`src/logic/gpio_exp_consts.svh`:
```
`ifndef GPIO_EXP_CONSTS_SVH
`define GPIO_EXP_CONSTS_SVH

// Command byte values that select a register
`define REG_INPUT 8'h00
`define REG_OUTPUT 8'h01
`define REG_DIR 8'h03
`define REG_LATCH 8'h42
`define REG_MASK 8'h45
`define REG_STATUS 8'h46
`define REG_STAGE 8'h4f

// Reset values
`define RST_OUTPUT 8'hff
`define RST_DIR 8'hff
`define RST_LATCH 8'h00
`define RST_MASK 8'hff
`define RST_STAGE 1'b0
`define RST_CMD 8'h00
`define RST_BYTE 8'h00

// Field positions and bit counts
`define STAGE_BIT 0
`define LAST_BIT 4'h7
`define RW_READ 1'b1

// Slave address base, upper four bits; arbitrary value
`define ADDR_BASE_DEFAULT 4'h5

`endif

```
`src/logic/gpio_exp_pkg.sv`:
```
package gpio_exp_pkg;
  // Serial slave sequencer states
  typedef enum logic [2:0] {
    st_idle, st_rx, st_rx_ack, st_tx, st_tx_ack, st_wait
  } bus_state_t;
  // What the byte being received means
  typedef enum logic [1:0] {k_addr, k_cmd, k_data} rx_kind_t;
endpackage

```
`src/logic/i2c_gpio_expander_irq_core.sv`:
```
// What this block does
// - One port-wide bit: 0 push-pull, 1 open-drain with high side off.
// - Input pins have both drivers off, pin is high impedance.
// - Output pins drive high or low from the output value bit.
// - Reset initialises every register and the serial sequencer to defaults.
// - Any edge on an input pin raises an interrupt condition.
// - Non-latched condition clears when pin returns or the port is read.
// - Read clear happens at the ACK/NACK bit after the rising clock.
// - A change during that ACK/NACK pulse may be lost or be short.
// - After clearing, every later change is detected again.
// - Output pins never cause an interrupt.
// - Turning an output into a mismatching input may raise an interrupt.
// - Interrupt pin is active low and only pulls low or releases.
// - Latched condition clears only on a read, not on pin return.
// - Write: address with bit 0, command byte, then data bytes.
// - Any number of data bytes accepted in one write.
// - Read: address+0, command, repeated start, address+1, then data.
// - Port data is captured for return at the ACK clock rising edge.
// - Stop may end a transfer anytime; last acknowledged data stays valid.
// - Last command byte is kept for reads started without one.
// - Direction bit 1 makes an input, 0 an output; resets to 1.
// - Mask bit 1 keeps that pin from asserting interrupt; resets to 1.
// - Latched pin change loads its value into input register until read.
// - Status register shows causing pins, zero where masked.
`include "gpio_exp_consts.svh"

module i2c_gpio_expander_irq_core #(
  parameter logic [3:0] ADDR_BASE = `ADDR_BASE_DEFAULT,
  parameter int WIDTH = 8
) (
  // Clock and reset
  input wire logic core_clk,
  input wire logic srst,
  // Serial bus
  input wire logic scl_in,
  input wire logic sda_in,
  output logic sda_out,
  output logic sda_oe_n,
  // Address straps
  input wire logic [2:0] addr_pin,
  // Port pins
  input wire logic [WIDTH-1:0] gpio_in,
  output logic [WIDTH-1:0] gpio_out,
  output logic [WIDTH-1:0] gpio_oe_n,
  // Interrupt, open drain
  output logic int_out,
  output logic int_oe_n
);

  logic scl_s1, scl_s2, scl_d, sda_s1, sda_s2, sda_d;
  logic [2:0] addr_s1, addr_s2;
  logic [WIDTH-1:0] pin_s1, pin_s;
  logic scl_rise, scl_fall, start_det, stop_det;
  gpio_exp_pkg::bus_state_t state;
  gpio_exp_pkg::rx_kind_t kind;
  logic [3:0] cnt;
  logic [7:0] shift, tx, cmd_reg, rx_byte, rd_val;
  logic rw, ack_on, sda_low, byte_end, addr_hit, wr_fire, rd_clr;
  logic [WIDTH-1:0] out_val, dir, latch_en, mask;
  logic stage;
  logic [WIDTH-1:0] snap, lat_pend, lat_val, pin_chg, lat_set, src, status, in_view;

  // Two flops on every bus, strap and port pin input (not srst) before any logic looks at it
  always_ff @(posedge core_clk) begin
    scl_s1 <= scl_in;
    scl_s2 <= scl_s1;
    scl_d <= scl_s2;
    sda_s1 <= sda_in;
    sda_s2 <= sda_s1;
    sda_d <= sda_s2;
    addr_s1 <= addr_pin;
    addr_s2 <= addr_s1;
    pin_s1 <= gpio_in;
    pin_s <= pin_s1;
  end

  // Bus events seen on the sampled lines
  assign scl_rise = scl_s2 & ~scl_d;
  assign scl_fall = ~scl_s2 & scl_d;
  assign start_det = scl_s2 & scl_d & sda_d & ~sda_s2;
  assign stop_det = scl_s2 & scl_d & ~sda_d & sda_s2;
  assign rx_byte = {shift[6:0], sda_s2};
  assign byte_end = scl_rise && state == gpio_exp_pkg::st_rx && cnt == `LAST_BIT;
  assign addr_hit = rx_byte[7:1] == {ADDR_BASE, addr_s2};
  assign wr_fire = byte_end && kind == gpio_exp_pkg::k_data;
  // Master ACK/NACK rise of a byte taken from the input register
  assign rd_clr = scl_rise && state == gpio_exp_pkg::st_tx_ack && ack_on
    && cmd_reg == `REG_INPUT;

  // Serial slave sequencer; only stop returns to idle, start restarts anywhere
  always_ff @(posedge core_clk) begin
    if (srst) begin
      state <= gpio_exp_pkg::st_idle;
      kind <= gpio_exp_pkg::k_addr;
      cnt <= 4'h0;
      shift <= `RST_BYTE;
      tx <= `RST_BYTE;
      rw <= 1'b0;
      ack_on <= 1'b0;
      sda_low <= 1'b0;
    end else if (start_det) begin
      state <= gpio_exp_pkg::st_rx;
      kind <= gpio_exp_pkg::k_addr;
      cnt <= 4'h0;
      sda_low <= 1'b0;
    end else if (stop_det) begin
      state <= gpio_exp_pkg::st_idle;
      sda_low <= 1'b0;
    end else begin
      case (state)
        gpio_exp_pkg::st_rx: begin
          if (scl_rise) begin
            shift <= rx_byte;
            cnt <= cnt + 4'h1;
            if (cnt == `LAST_BIT) begin
              ack_on <= 1'b0;
              if (kind == gpio_exp_pkg::k_addr) begin
                rw <= rx_byte[0];
                state <= addr_hit ? gpio_exp_pkg::st_rx_ack : gpio_exp_pkg::st_wait;
              end else begin
                state <= gpio_exp_pkg::st_rx_ack;
              end
            end
          end
        end
        gpio_exp_pkg::st_rx_ack: begin
          if (scl_fall && !ack_on) begin
            sda_low <= 1'b1;
            ack_on <= 1'b1;
          end else if (scl_rise && ack_on && rw == `RW_READ && kind == gpio_exp_pkg::k_addr) begin
            tx <= rd_val;
          end else if (scl_fall && ack_on) begin
            cnt <= 4'h0;
            if (rw == `RW_READ && kind == gpio_exp_pkg::k_addr) begin
              sda_low <= ~tx[7];
              tx <= {tx[6:0], 1'b0};
              state <= gpio_exp_pkg::st_tx;
            end else begin
              sda_low <= 1'b0;
              kind <= kind == gpio_exp_pkg::k_addr ? gpio_exp_pkg::k_cmd : gpio_exp_pkg::k_data;
              state <= gpio_exp_pkg::st_rx;
            end
          end
        end
        gpio_exp_pkg::st_tx: begin
          if (scl_fall) begin
            sda_low <= ~tx[7]; // Open drain: a one is a release
            tx <= {tx[6:0], 1'b0};
          end else if (scl_rise) begin
            cnt <= cnt + 4'h1;
            if (cnt == `LAST_BIT) begin
              ack_on <= 1'b0;
              state <= gpio_exp_pkg::st_tx_ack;
            end
          end
        end
        gpio_exp_pkg::st_tx_ack: begin
          if (scl_fall && !ack_on) begin
            sda_low <= 1'b0;
            ack_on <= 1'b1;
          end else if (scl_rise && ack_on) begin
            cnt <= 4'h0;
            if (!sda_s2) begin
              tx <= rd_val;
              state <= gpio_exp_pkg::st_tx;
            end else begin
              state <= gpio_exp_pkg::st_wait;
            end
          end
        end
        gpio_exp_pkg::st_idle, gpio_exp_pkg::st_wait: begin
          sda_low <= 1'b0;
        end
        default: begin
          state <= gpio_exp_pkg::st_idle;
          sda_low <= 1'b0;
        end
      endcase
    end
  end

  // Command byte survives stops so a bare read reuses it
  always_ff @(posedge core_clk) begin
    if (srst) begin
      cmd_reg <= `RST_CMD;
    end else if (byte_end && kind == gpio_exp_pkg::k_cmd) begin
      cmd_reg <= rx_byte;
    end
  end

  // Writable registers; unknown commands are acked and ignored
  always_ff @(posedge core_clk) begin
    if (srst) begin
      out_val <= `RST_OUTPUT;
      dir <= `RST_DIR;
      latch_en <= `RST_LATCH;
      mask <= `RST_MASK;
      stage <= `RST_STAGE;
    end else if (wr_fire) begin
      case (cmd_reg)
        `REG_OUTPUT: out_val <= rx_byte[WIDTH-1:0];
        `REG_DIR: dir <= rx_byte[WIDTH-1:0];
        `REG_LATCH: latch_en <= rx_byte[WIDTH-1:0];
        `REG_MASK: mask <= rx_byte[WIDTH-1:0];
        `REG_STAGE: stage <= rx_byte[`STAGE_BIT];
        default: stage <= stage;
      endcase
    end
  end

  // Change detection: an input pin differs from the value last read
  assign pin_chg = dir & (pin_s ^ snap);
  assign lat_set = pin_chg & latch_en & ~lat_pend;
  assign src = ((pin_chg & ~latch_en) | lat_pend) & dir;
  assign status = src & ~mask;
  assign in_view = (lat_pend & lat_val) | (~lat_pend & pin_s);

  // Latched events hold until the port is read; a read resyncs the reference
  always_ff @(posedge core_clk) begin
    if (srst) begin
      snap <= '0;
      lat_pend <= '0;
      lat_val <= '0;
    end else begin
      if (rd_clr) begin
        snap <= pin_s;
      end
      // A pin returning to its old level leaves a latched event pending
      lat_pend <= (rd_clr ? '0 : lat_pend) | (rd_clr ? '0 : lat_set);
      lat_val <= (lat_val & ~lat_set) | (pin_s & lat_set);
    end
  end

  // Register read multiplexer, reserved bits read as zero
  always_comb begin
    rd_val = `RST_BYTE;
    case (cmd_reg)
      `REG_INPUT: rd_val[WIDTH-1:0] = in_view;
      `REG_OUTPUT: rd_val[WIDTH-1:0] = out_val;
      `REG_DIR: rd_val[WIDTH-1:0] = dir;
      `REG_LATCH: rd_val[WIDTH-1:0] = latch_en;
      `REG_MASK: rd_val[WIDTH-1:0] = mask;
      `REG_STATUS: rd_val[WIDTH-1:0] = status;
      `REG_STAGE: rd_val[`STAGE_BIT] = stage;
      default: rd_val = `RST_BYTE;
    endcase
  end

  // Pin drivers: high side only in push-pull, nothing on inputs
  genvar gi;
  generate
    for (gi = 0; gi < WIDTH; gi++) begin : g_pin
      assign gpio_out[gi] = out_val[gi];
      assign gpio_oe_n[gi] = dir[gi] | (stage & out_val[gi]);
    end
  endgenerate

  // Open-drain outputs only ever pull low
  assign sda_out = 1'b0;
  assign sda_oe_n = ~sda_low;
  assign int_out = 1'b0;
  assign int_oe_n = ~|status;
endmodule // i2c_gpio_expander_irq_core

```
`config.mk`:
```
export PLATFORM = sky130hd
export DESIGN_NAME = i2c_gpio_expander_irq_core
export DESIGN_NICKNAME = d
export VERILOG_FILES = /design/src/logic/gpio_exp_pkg.sv /design/src/logic/i2c_gpio_expander_irq_core.sv
export VERILOG_INCLUDE_DIRS = /design/src /design/src/logic
export SDC_FILE = /design/constraint.sdc
export NUM_CORES = 1
export LEC_CHECK = 0
export BUFFER_PORTS_ARGS = -buffer_cell sky130_fd_sc_hd__buf_2
export CAP_MARGIN = 20
export CORE_ASPECT_RATIO = 0.5
export CORE_MARGIN = 2
export CORE_UTILIZATION = 44
export DETAILED_ROUTE_END_ITERATION = 7
export GPL_TIMING_DRIVEN = 0
export PLACE_DENSITY = 0.61
export SYNTH_ARGS = -nofsm -noshare
export SYNTH_HDL_FRONTEND = slang
export SYNTH_SLANG_ARGS = --single-unit
```
`constraint.sdc`:
```
create_clock -name core_clk -period 2.1 [get_ports core_clk]
set_input_delay 0.21 -clock core_clk [delete_from_list [all_inputs] [get_ports core_clk]]
set_output_delay 0.21 -clock core_clk [all_outputs]
set_load 0.1 [all_outputs]
```
# Yosys cells after proc, flatten, opt, wreduce, memory -nomap -nowiden
# Cells that the tools add are included.
[classes]
add_sub_neg = 1
eq_ne = 44
muxes = 51
bitwise_logic = 55
reduce_logical = 40
[ops]
columns = ["op", "n"]
rows = [
  ["$and 8x8->8", 10],
  ["$mux 8", 10],
  ["$pmux 7 s6", 1],
  ["$mux 3", 13],
  ["$eq 8x7->1 const B", 4],
  ["$ne 4x4->1 const B", 8],
  ["$not 8->8", 4],
  ["$or 8x8->8", 4],
  ["$mux 4", 7],
  ["$pmux 8 s3", 1],
  ["$reduce_and 11->1", 2],
  ["$ne 2x2->1 const B", 10],
  ["$pmux 4 s4", 1],
  ["$and 1x1->1", 15],
  ["$ne 3x3->1 const B", 5],
  ["$pmux 3 s5", 1],
  ["$logic_and 1x1->1", 13],
  ["$not 1->1", 13],
  ["$mux 1", 12],
  ["$reduce_and 6->1", 2],
  ["$reduce_and 10->1", 1],
  ["$reduce_and 2->1", 5],
  ["$reduce_and 5->1", 2],
  ["$eq 8x1->1 const B", 1],
  ["other kinds (28)", 46],
]
[word_totals]
regBits = 120
word_cells = 219

# Logic depth before layout (Yosys ltp)
# Gate-level depths: netlist of run 1.
[logic_depth]
depth_word = 11
depth_mapped = 9
ltp_nobuf = 6

# Worst setup path before layout of run 1
# Ideal clock, no wire load.
[synth_path]
path_kind = "reg2out"
startpoint = "reg pin_s[3]"
endpoint = "out int_oe_n"
t_arrival_ns = 2.047
t_required_ns = 1.890
path_slack_ns = -0.157
stages_incl_launch_ff = 5
path_buffers = 0
path_cell_list = "dfxtp_1 > xor2_1 > a32oi_1 > nand4_1 > nor2_1"
[synth_between]
elab_chain_len = 8
[synth_rtl]
columns = ["element", "line", "source"]
rows = [
  ["from (decl)", "i2c_gpio_expander_irq_core.sv:52", "logic [WIDTH-1:0] pin_s1, pin_s;"],
  ["from (signal assigned)", "i2c_gpio_expander_irq_core.sv:74", "pin_s <= pin_s1;"],
  ["$xor 8x8->8", "i2c_gpio_expander_irq_core.sv:212", "assign pin_chg = dir & (pin_s ^ snap);"],
  ["$and 8x8->8", "i2c_gpio_expander_irq_core.sv:212", ""],
  ["$and 8x8->8", "i2c_gpio_expander_irq_core.sv:214", "assign src = ((pin_chg & ~latch_en) | lat_pend) & dir;"],
  ["$or 8x8->8", "i2c_gpio_expander_irq_core.sv:214", ""],
  ["$and 8x8->8", "i2c_gpio_expander_irq_core.sv:214", ""],
  ["$and 8x8->8", "i2c_gpio_expander_irq_core.sv:215", "assign status = src & ~mask;"],
  ["$reduce_or 8->1", "i2c_gpio_expander_irq_core.sv:262", "assign int_oe_n = ~|status;"],
  ["$logic_not 1->1", "i2c_gpio_expander_irq_core.sv:262", ""],
  ["to (decl)", "i2c_gpio_expander_irq_core.sv:47", "output logic int_oe_n"],
]
# Every way passes these cells.

# Final worst setup path of run 1
[layout_path]
startpoint = "reg cnt[0]"
endpoint = "reg mask[1]"
[layout_between]
elab_chain_len = 4
[layout_rtl]
columns = ["element", "line", "source"]
rows = [
  ["from (decl)", "i2c_gpio_expander_irq_core.sv:56", "logic [3:0] cnt;"],
  ["from (signal assigned)", "i2c_gpio_expander_irq_core.sv:114", "cnt <= cnt + 4'h1;"],
  ["from (signal assigned)", "i2c_gpio_expander_irq_core.sv:150", "cnt <= cnt + 4'h1;"],
  ["$eq 4x3->1 (no line)", "-", ""],
  ["$logic_and 1x1->1 (no line)", "-", ""],
  ["$logic_and 1x1->1", "i2c_gpio_expander_irq_core.sv:85", "assign wr_fire = byte_end && kind == gpio_exp_pkg::k_data;"],
  ["$reduce_and 2->1 (no line)", "-", ""],
  ["to (signal assigned)", "i2c_gpio_expander_irq_core.sv:197", "mask <= `RST_MASK;"],
  ["to (signal assigned)", "i2c_gpio_expander_irq_core.sv:204", "`REG_MASK: mask <= rx_byte[WIDTH-1:0];"],
  ["to (decl)", "i2c_gpio_expander_irq_core.sv:59", "logic [WIDTH-1:0] out_val, dir, latch_en, mask;"],
]
# Every way passes these cells.
# A chain may end at the register's enable or synchronous reset.

==> results of run 1 <==
## area by class of cell
type | count | area [µm²] | share of cell area (%)
Tap cell | 165 | 206 | 2.92
Clock buffer | 19 | 443 | 6.26
Multi-Input combinational cell | 433 | 3070 | 43.4
Buffer | 36 | 209 | 2.95
Inverter | 26 | 97.6 | 1.38
Sequential cell | 120 | 2410 | 34.1
Clock inverter | 13 | 216 | 3.06
Timing Repair Buffer | 59 | 419 | 5.92
## metal layers
metal  vias up  part of all wire [%]  global-route usage (%)
li1       2405                     -                       -
met1      2485                    48                    34.2
met2       181                    43                    35.8
met3        29                   7.9                    6.01
met4         0                   1.7                    9.41
met5         -                     0                       0
## metrics by stage
step | setup TNS, ps | std cells | worst slack (ps) | instance area [µm²]
2_1_floorplan | 0 | 625 | 55.6 | 5590
3_3_place_gp | -26150 | 821 | -894 | 5950
3_5_place_dp | -27610 | 821 | -944 | 5950
4_1_cts | 0 | 865 | 17.5 | 6920
5_1_grt | -61.4 | 871 | -20.1 | 7080
6_report | 0 | 871 | 31.7 | 7080
## synthesized netlist by cell type, types with 4 or more instances
cell type	instances	share of area, %
dfxtp_1	120	43
nand4_1	4	0.45
inv_1	26	1.8
a311oi_1	8	1.3
and3b_1	4	0.63
a211o_1	24	3.8
mux2i_1	26	4.7
nand2b_1	9	1.0
a32oi_1	9	1.4
nand3_1	11	0.99
a22oi_1	12	1.6
xnor2_1	4	0.63
a21oi_1	36	3.2
a21o_1	9	1.2
xor2_1	8	1.3
nor2_1	62	4.2
nor3_1	16	1.4
clkbuf_1	34	2.3
nor3b_1	12	1.6
or2_2	4	0.45
buf_2	4	0.36
a31oi_1	11	1.2
mux2_2	16	3.2
o31ai_1	9	1.2
o21ai_0	26	2.3
nor2b_1	24	2.7
or4_1	4	0.54
o2bb2ai_1	15	2.4
nand2_1	34	2.3
## report_power, final
part	switching [W]	internal, W	total [W]
combinational	0.000125	0.0000772	0.000202
clock	0.00113	0.00215	0.00328
sequential	0.0000194	0.00231	0.00233
## worst paths after layout
path	start	end	slack, ps	cells past startpoint
setup / recovery	cnt[0]	mask[1]	30	7
hold / removal	addr_s1[1]	addr_s2[1]	320	0
setup reg to reg	cnt[0]	mask[1]	30	7
hold reg to reg	addr_s1[1]	addr_s2[1]	320	0
## cell families (layout without fill, tap and decap cells)
kind of cell	after synthesis	after routing
simple gates	204	204
compound gates	172	172
flops	120	120
buf+inv	72	153
mux	42	42
xor+xnor	12	12
fa+ha+maj	1	1
other cells	1	2
## placed cells by master (no fill, tap or decap), drive strengths merged, types with 5 or more instances in the layout
cell type    synthesis  layout
dfxtp              120     120
nor2                62      62
buf                 12      58
clkbuf              34      43
a21oi               36      36
nand2               34      34
inv                 26      29
mux2i               26      26
o21ai               26      26
nor2b               24      24
a211o               24      24
nor3                18      18
mux2                16      16
o2bb2ai             15      15
dlygate4sd3          0      13
nor3b               13      13
a22oi               12      12
nand3               11      11
a31oi               11      11
o31ai                9       9
a21o                 9       9
nand2b               9       9
a32oi                9       9
a311oi               8       8
xor2                 8       8
bufinv               0       5
nand4                5       5
## repair_timing
action                                  in CTS  in global routing
pin swaps                                    7                  9
gates resized for setup                     45                 33
hold endpoints to repair                    13                  0
endpoints found under the setup margin      70                 50
cloned                                       0                  2
setup buffers                                7                  6
hold buffers                                13                  0
==> results.json, run 1 <==
{
  "run_status": "completed",
  "synthToLayoutAreaGrowth_pct": 27.0,
  "diodes": 0,
  "path_cells": "ha_4 > and3b_1 > buf_8 > nand4_4 > or4_4 > clkbuf_16 > a211o_1",
  "synth_xor_area_share_pct": 1.89,
  "synth_top_family_by_area": "compound AO/OA/AOI/OAI gates",
  "rsz0062_at_grt": "true",
  "h-tree-depth": 4,
  "post-route-util_pct": 58.6,
  "crit_path_start_kind": "flip-flop",
  "die_w_um": 163,
  "track_usage_pct": 24.4,
  "drt_iter0_markers": 492,
  "numCtsBuffers": 17,
  "vias_per_cell": 5.86,
  "crit_family": "simple AND/OR/NAND/NOR gates",
  "synth-simple-area-share_pct": 19.7,
  "routed-via-count": 5100,
  "drt-total-wl_mm": 16.3,
  "core_region_area_um2": 12100,
  "cts_buffer_depth": 2,
  "die_area_um2": 13600,
  "antenna_found_initial": 0,
  "cp_slowest_cell": "or4_4",
  "syn_inst": 624,
  "fmax_mhz": 483,
  "nets": 709,
  "tightest_slew_ps": 765,
  "critPathArrivalTime_ps": 2380,
  "antenna_left": 0,
  "cts_root_buf": "clkbuf_16",
  "synth-compound-area-share_pct": 21.7,
  "timing.hold.ws_ps": 324,
  "ys_seq_area_share_pct": 43.1,
  "p_leak_nw": 2.62,
  "critPathRequiredTime_ps": 2410,
  "worstPathMaxFanout": 5,
  "drc": 0,
  "overflow": 0,
  "netlist_area_um2": 5570,
  "ir_drop_uv": 483,
  "clock-sinks": 120,
  "finalSetupViolCount": 0,
  "clk_latency_ps": 420,
  "drive_above_1_share_pct": 21.2,
  "cts.clk_slew.worst_paths_ps": 60,
  "clock_skew_ps": 9.21,
  "period_minus_slack_ps": 2070,
  "io_pins": 35,
  "yosys_warnings": 0,
  "critical_path_class": "reg -> reg",
  "yosys.cell_types.count": 61,
  "place.gp.congestion": 0.871,
  "synth.avg_cell_area_um2": 8.93,
  "grt_max_degree": 17,
  "final_max_slew_viol_count": 0,
  "power.density_nw_per_um2": 821,
  "slew_headroom_pct": 49.0,
  "cts_tree": "done",
  "drv_cap": 0,
  "muxShareOfSynthArea_pct": 7.90,
  "ys_ff_latch": 120,
  "power_w": 0.00581,
  "chipHeight_um": 83.6,
  "drt-wirelength-per-cell_um": 18.8,
  "hold_violations": 0,
  "period_share_pct": 98.5,
  "hold_class": "reg -> reg",
  "initial_utilization_pct": 46.1,
  "grt_pass1_vias": 4712,
  "synth_edf_count": 0,
  "dp_hpwl_mm": 10.6,
  "synth_ff_type": "dfxtp_1",
  "portBuffers": 31,
  "crit_buf_inv": 2,
  "synthArstFlopShare_pct": 0,
  "nFillCells": 1060,
  "drtPass1Iterations": 5,
  "synthAdderAreaFrac_pct": 0.225,
  "num_rows": 28,
  "grt_pass1_wl_mm": 25.5,
  "worst_path_largest_cell_delay_ps": 560,
  "worst_setup_path_end_kind": "flip-flop"
}
Note: power is estimated with default switching activity, not from simulation.
==> run 2: changes to the inputs <==
CORE_UTILIZATION = 50   (was 44)
PLACE_DENSITY = 0.68   (was 0.61)
==> run 2 against run 1 <==
The run now ends with negative setup slack left. Sequential share of layout area up 0.46 points. Highest routed layer unchanged. Cell count is 2.6% lower. Largest cell class unchanged. Sequential power is essentially flat. Global-route usage is 1.9 points higher. Via count down 0.96%. Worst hold slack better by 1.7 ps. Clock-buffer cell count is 1 lower.
==> results.json, run 2 (synthesized netlist as in run 1, its figures left out) <==
{
  "num_rows": 27,
  "drt-total-wl_mm": 15.6,
  "power.density_nw_per_um2": 821,
  "drtPass1Iterations": 5,
  "diodes": 0,
  "critPathArrivalTime_ps": 1910,
  "worst_setup_path_end_kind": "output port",
  "dp.cells": 801,
  "synthToLayoutAreaGrowth_pct": 25.7,
  "tightest_slew_ps": 758,
  "final_common_cell": "dfxtp_1",
  "multi_input_area_um2": 3060,
  "crit_start": "stage",
  "fmax_mhz": 473,
  "seq_area_um2": 2420,
  "reg2reg_depth": 6,
  "track_usage_pct": 26.3,
  "die_area_um2": 12100,
  "antenna_found_initial": 0,
  "cts.clk_slew.worst_paths_ps": 60,
  "violations": "negative setup slack",
  "path_cells": "clkbuf_1 > a21o_1 > buf_2",
  "critical_path_class": "reg -> out",
  "cts_buffer_depth": 2,
  "grtUsageMet2_pct": 39.3,
  "layout_common_cells": "dfxtp_1 (113), nor2_1 (60), a21oi_1 (34), nand2_1 (34), buf_2 (31)",
  "crit_end": "gpio_oe_n[7]",
  "place.gp.congestion": 0.910,
  "core_region_area_um2": 10900,
  "clk_latency_ps": 420,
  "die_w_um": 153,
  "drc": 0,
  "numCtsBuffers": 17,
  "crit_path_start_kind": "flip-flop",
  "fin_ws_ps": -16.0,
  "hold_class": "reg -> reg",
  "power_w": 0.00575,
  "dp_hpwl_mm": 10.1,
  "final_max_slew_viol_count": 0,
  "critPathRequiredTime_ps": 1890,
  "hold_depth": 0,
  "cts_root_buf": "clkbuf_16",
  "drive_above_1_share_pct": 20.6,
  "finalSetupViolCount": 2,
  "antenna_left": 0,
  "worst_path_largest_cell_delay_ps": 530,
  "chipHeight_um": 78.7,
  "worstPathMaxFanout": 10,
  "io_pins": 35,
  "fin_cells": 848,
  "drt_iter0_markers": 437,
  "crit_family": "buffers and inverters",
  "regToRegSetupSlack_ps": 60,
  "initial_utilization_pct": 51.1,
  "vias_per_cell": 5.96,
  "cts_tree": "done",
  "grt_pass1_vias": 4625,
  "hold_violations": 0,
  "cp_slowest_cell": "clkbuf_1",
  "cp.depth": 3,
  "ir_drop_uv": 454,
  "grt_max_degree": 17,
  "timing.rr.start": "scl_d",
  "rr_endpoint": "tx[2]",
  "slew_headroom_pct": 49.5,
  "drt-wirelength-per-cell_um": 18.4,
  "routed-via-count": 5051,
  "overflow": 0,
  "grt_pass1_wl_mm": 24.4,
  "p_leak_nw": 2.59,
  "gr-usage-met1_pct": 36.3,
  "nFillCells": 917,
  "crit_buf_inv": 2,
  "run_status": "finished with violations",
  "clock-sinks": 120,
  "drv_cap": 0,
  "period_share_pct": 101,
  "period_minus_slack_ps": 2120,
  "nets": 706,
  "grt.busiest_layer": "met2",
  "portBuffers": 31,
  "h-tree-depth": 4,
  "clock_skew_ps": 7.96,
  "met3_usage_pct": 7.18
}
## run 2: cell types whose count changed in the layout (fill, tap and decap cells not counted), sizes merged
cell	delta
buf	-3
clkbuf	-1
clkinv	+4
clkinvlp	-2
inv	-1
## run 2: layer usage
layer,vias to the layer above,wire length [µm]
met2,207,6560
li1,2399,-
met5,-,0
met4,0,403
met3,36,1300
met1,2409,7320
## run 2: per-stage QoR
step	utilization, %	area (µm²)	hold WS, ps	TNS [ps]	setup WS, ps
final	64.2	7000	326	-18.0	-16.0
after CTS	63.3	6910	326	0	6.22
after detailed placement	54.3	5920	312	-25280	-935
after global routing	64.2	7000	331	-14.7	-10.6
after floorplan	-	5590	238	0	55.6
after global placement	54.3	5920	310	-23930	-875
## run 2: worst min path at each step
stage | from | endpoint | slack, ps
floorplan | addr_pin[0] | addr_s1[0] | 240
global placement | pin_s1[5] | pin_s[5] | 310
global route | pin_s1[5] | pin_s[5] | 330
detailed placement | pin_s1[6] | pin_s[6] | 310
finish | pin_s1[5] | pin_s[5] | 330
CTS | pin_s1[6] | pin_s[6] | 330
## run 2: repair_timing
item                                    CTS  global route
resized for setup                        45            34
setup buffers                             9             2
endpoints found under the setup margin   68            54
hold buffers                             13             0
endpoints found under the hold margin    13             0
pin swaps                                 6            10
## run 2: final cells by class
| cell class | count | area share, % |
|---|---|---|
| clock inverters | 14 | 3.18 |
| plain buffers | 37 | 2.98 |
| repair buffers | 55 | 5.40 |
| multi-input cells | 433 | 43.8 |
| inverters | 26 | 1.39 |
| well taps | 145 | 2.59 |
| flip-flops and latches | 120 | 34.6 |
| clock buffers | 18 | 6.13 |
## run 2: where the power goes
group	total [W]	leakage, nW	internal, W	switching (W)
registers	0.00232	0.983	0.00230	0.0000201
logic	0.000201	1.30	0.0000769	0.000124
clock network	0.00323	0.316	0.00212	0.00111
==> run 3: changes to the inputs <==
CTS_BUF_LIST = sky130_fd_sc_hd__clkbuf_16   (was unset)
==> run 3 against run 2 <==
The run still ends with negative setup slack left. Worst hold slack about the same. Design area did not move. First-iteration DRC count increased by 1.1%. Utilization stayed put. Worst setup slack improved by 8.7 ps. Combinational power hardly changed. Sequential share of layout area stayed put.
==> results.json, run 3 (synthesized netlist as in run 1, its figures left out) <==
{
  "run_status": "finished with violations",
  "violations": "negative setup slack",
  "cts_tree": "done",
  "slew_headroom_pct": 49.6,
  "drt-wirelength-per-cell_um": 18.4,
  "final_common_cell": "dfxtp_1",
  "antenna_left": 0,
  "clk_latency_ps": 420,
  "fmax_mhz": 475,
  "worst_setup_path_end_kind": "output port",
  "p_leak_nw": 2.60,
  "drt_iter0_markers": 442,
  "clock-sinks": 120,
  "ir_drop_uv": 452,
  "final_max_slew_viol_count": 0,
  "worst_path_largest_cell_delay_ps": 530,
  "period_share_pct": 100,
  "chipHeight_um": 78.7,
  "track_usage_pct": 26.3,
  "power.density_nw_per_um2": 819,
  "worstPathMaxFanout": 10,
  "cts.clk_slew.worst_paths_ps": 60,
  "portBuffers": 31,
  "fin_ws_ps": -7.29,
  "post-route-util_pct": 64.2,
  "cp_slowest_cell": "clkbuf_1",
  "regToRegSetupSlack_ps": 60,
  "cts_root_buf": "clkbuf_16",
  "io_pins": 35,
  "critPathArrivalTime_ps": 1900,
  "period_minus_slack_ps": 2110,
  "dp_hpwl_mm": 10.1,
  "routed-via-count": 5057,
  "grt_max_degree": 17,
  "dp.cells": 801,
  "nets": 706,
  "grt_pass1_vias": 4625,
  "cts_buffer_depth": 2,
  "drc": 0,
  "drv_cap": 0,
  "numCtsBuffers": 17,
  "place.gp.congestion": 0.910,
  "h-tree-depth": 4,
  "hold_class": "reg -> reg",
  "drive_above_1_share_pct": 20.6,
  "antenna_found_initial": 0,
  "clock_skew_ps": 7.15,
  "core_region_area_um2": 10900,
  "drt-total-wl_mm": 15.6,
  "critical_path_class": "reg -> out",
  "layout_common_cells": "dfxtp_1 (113), nor2_1 (60), a21oi_1 (34), nand2_1 (34), buf_2 (31)",
  "num_rows": 27,
  "initial_utilization_pct": 51.1,
  "vias_per_cell": 5.96,
  "diodes": 0,
  "critPathRequiredTime_ps": 1890,
  "tightest_slew_ps": 757,
  "die_area_um2": 12100,
  "drtPass1Iterations": 5,
  "synthToLayoutAreaGrowth_pct": 25.7,
  "grt_pass1_wl_mm": 24.4,
  "path_cells": "clkbuf_1 > a21o_1 > buf_2",
  "die_w_um": 153,
  "hold_violations": 0,
  "crit_path_start_kind": "flip-flop",
  "fin_cells": 848,
  "overflow": 0,
  "finalSetupViolCount": 1
}
## run 3: power breakdown
part           internal, W  leakage, nW  switching [W]  total, W
Clock              0.00211        0.321        0.00110   0.00321
Combinational    0.0000769         1.30       0.000124  0.000201
Sequential         0.00230        0.983      0.0000200   0.00232
Total              0.00449         2.60        0.00124   0.00574
## run 3: timing repair
item	4_1_cts	5_1_grt
endpoints found under the setup margin	68	54
resized for setup	45	34
hold buffers	13	0
setup buffers	9	2
pin swaps	6	10
hold endpoints to repair	13	0
## run 3: layer usage
metal | share of wire (%) | vias to the layer above | GRT usage, %
met4 | 2.5 | 0 | 10.1
met2 | 42 | 210 | 39.3
met5 | 0 | - | 0
li1 | - | 2400 | -
met3 | 8.2 | 34 | 7.18
met1 | 47 | 2413 | 36.3
## run 3: final timing paths
check                           startpoint           end  cells after the start
worst max-delay path                 stage  gpio_oe_n[7]                      3
worst min-delay path             pin_s1[5]      pin_s[5]                      0
worst max register to register       scl_d         tx[2]                      6
worst min register to register   pin_s1[5]      pin_s[5]                      0
## run 3: critical path, delay by kind of cell (launching register included)
kind,cells,cell delay [ps]
AOI/OAI and AO/OA,1,220
buffers and inverters,2,960
DFF,1,300
## run 3: layout make-up
| type | count | area (µm²) |
|---|---|---|
| plain buffers | 37 | 209 |
| flip-flops and latches | 120 | 2420 |
| clock buffers | 17 | 425 |
| multi-input cells | 433 | 3060 |
| fillers | 917 | 3910 |
| inverters | 26 | 97.6 |
| well taps | 145 | 181 |
| repair buffers | 55 | 378 |
| clock inverters | 15 | 226 |
## run 3: through the flow
| step | TNS (ps) | setup WS (ps) | hold slack, ps | instance area [µm²] | total power [W] |
|---|---|---|---|---|---|
| floorplan | 0 | 55.6 | 238 | 5590 | 0.00249 |
| global route | -14.7 | -10.6 | 331 | 7000 | 0.00587 |
| detailed placement | -25280 | -935 | 312 | 5920 | 0.00255 |
| CTS | 0 | 6.22 | 326 | 6910 | 0.00575 |
| finish | -7.29 | -7.29 | 326 | 7000 | 0.00574 |
| global placement | -23930 | -875 | 310 | 5920 | 0.00254 |
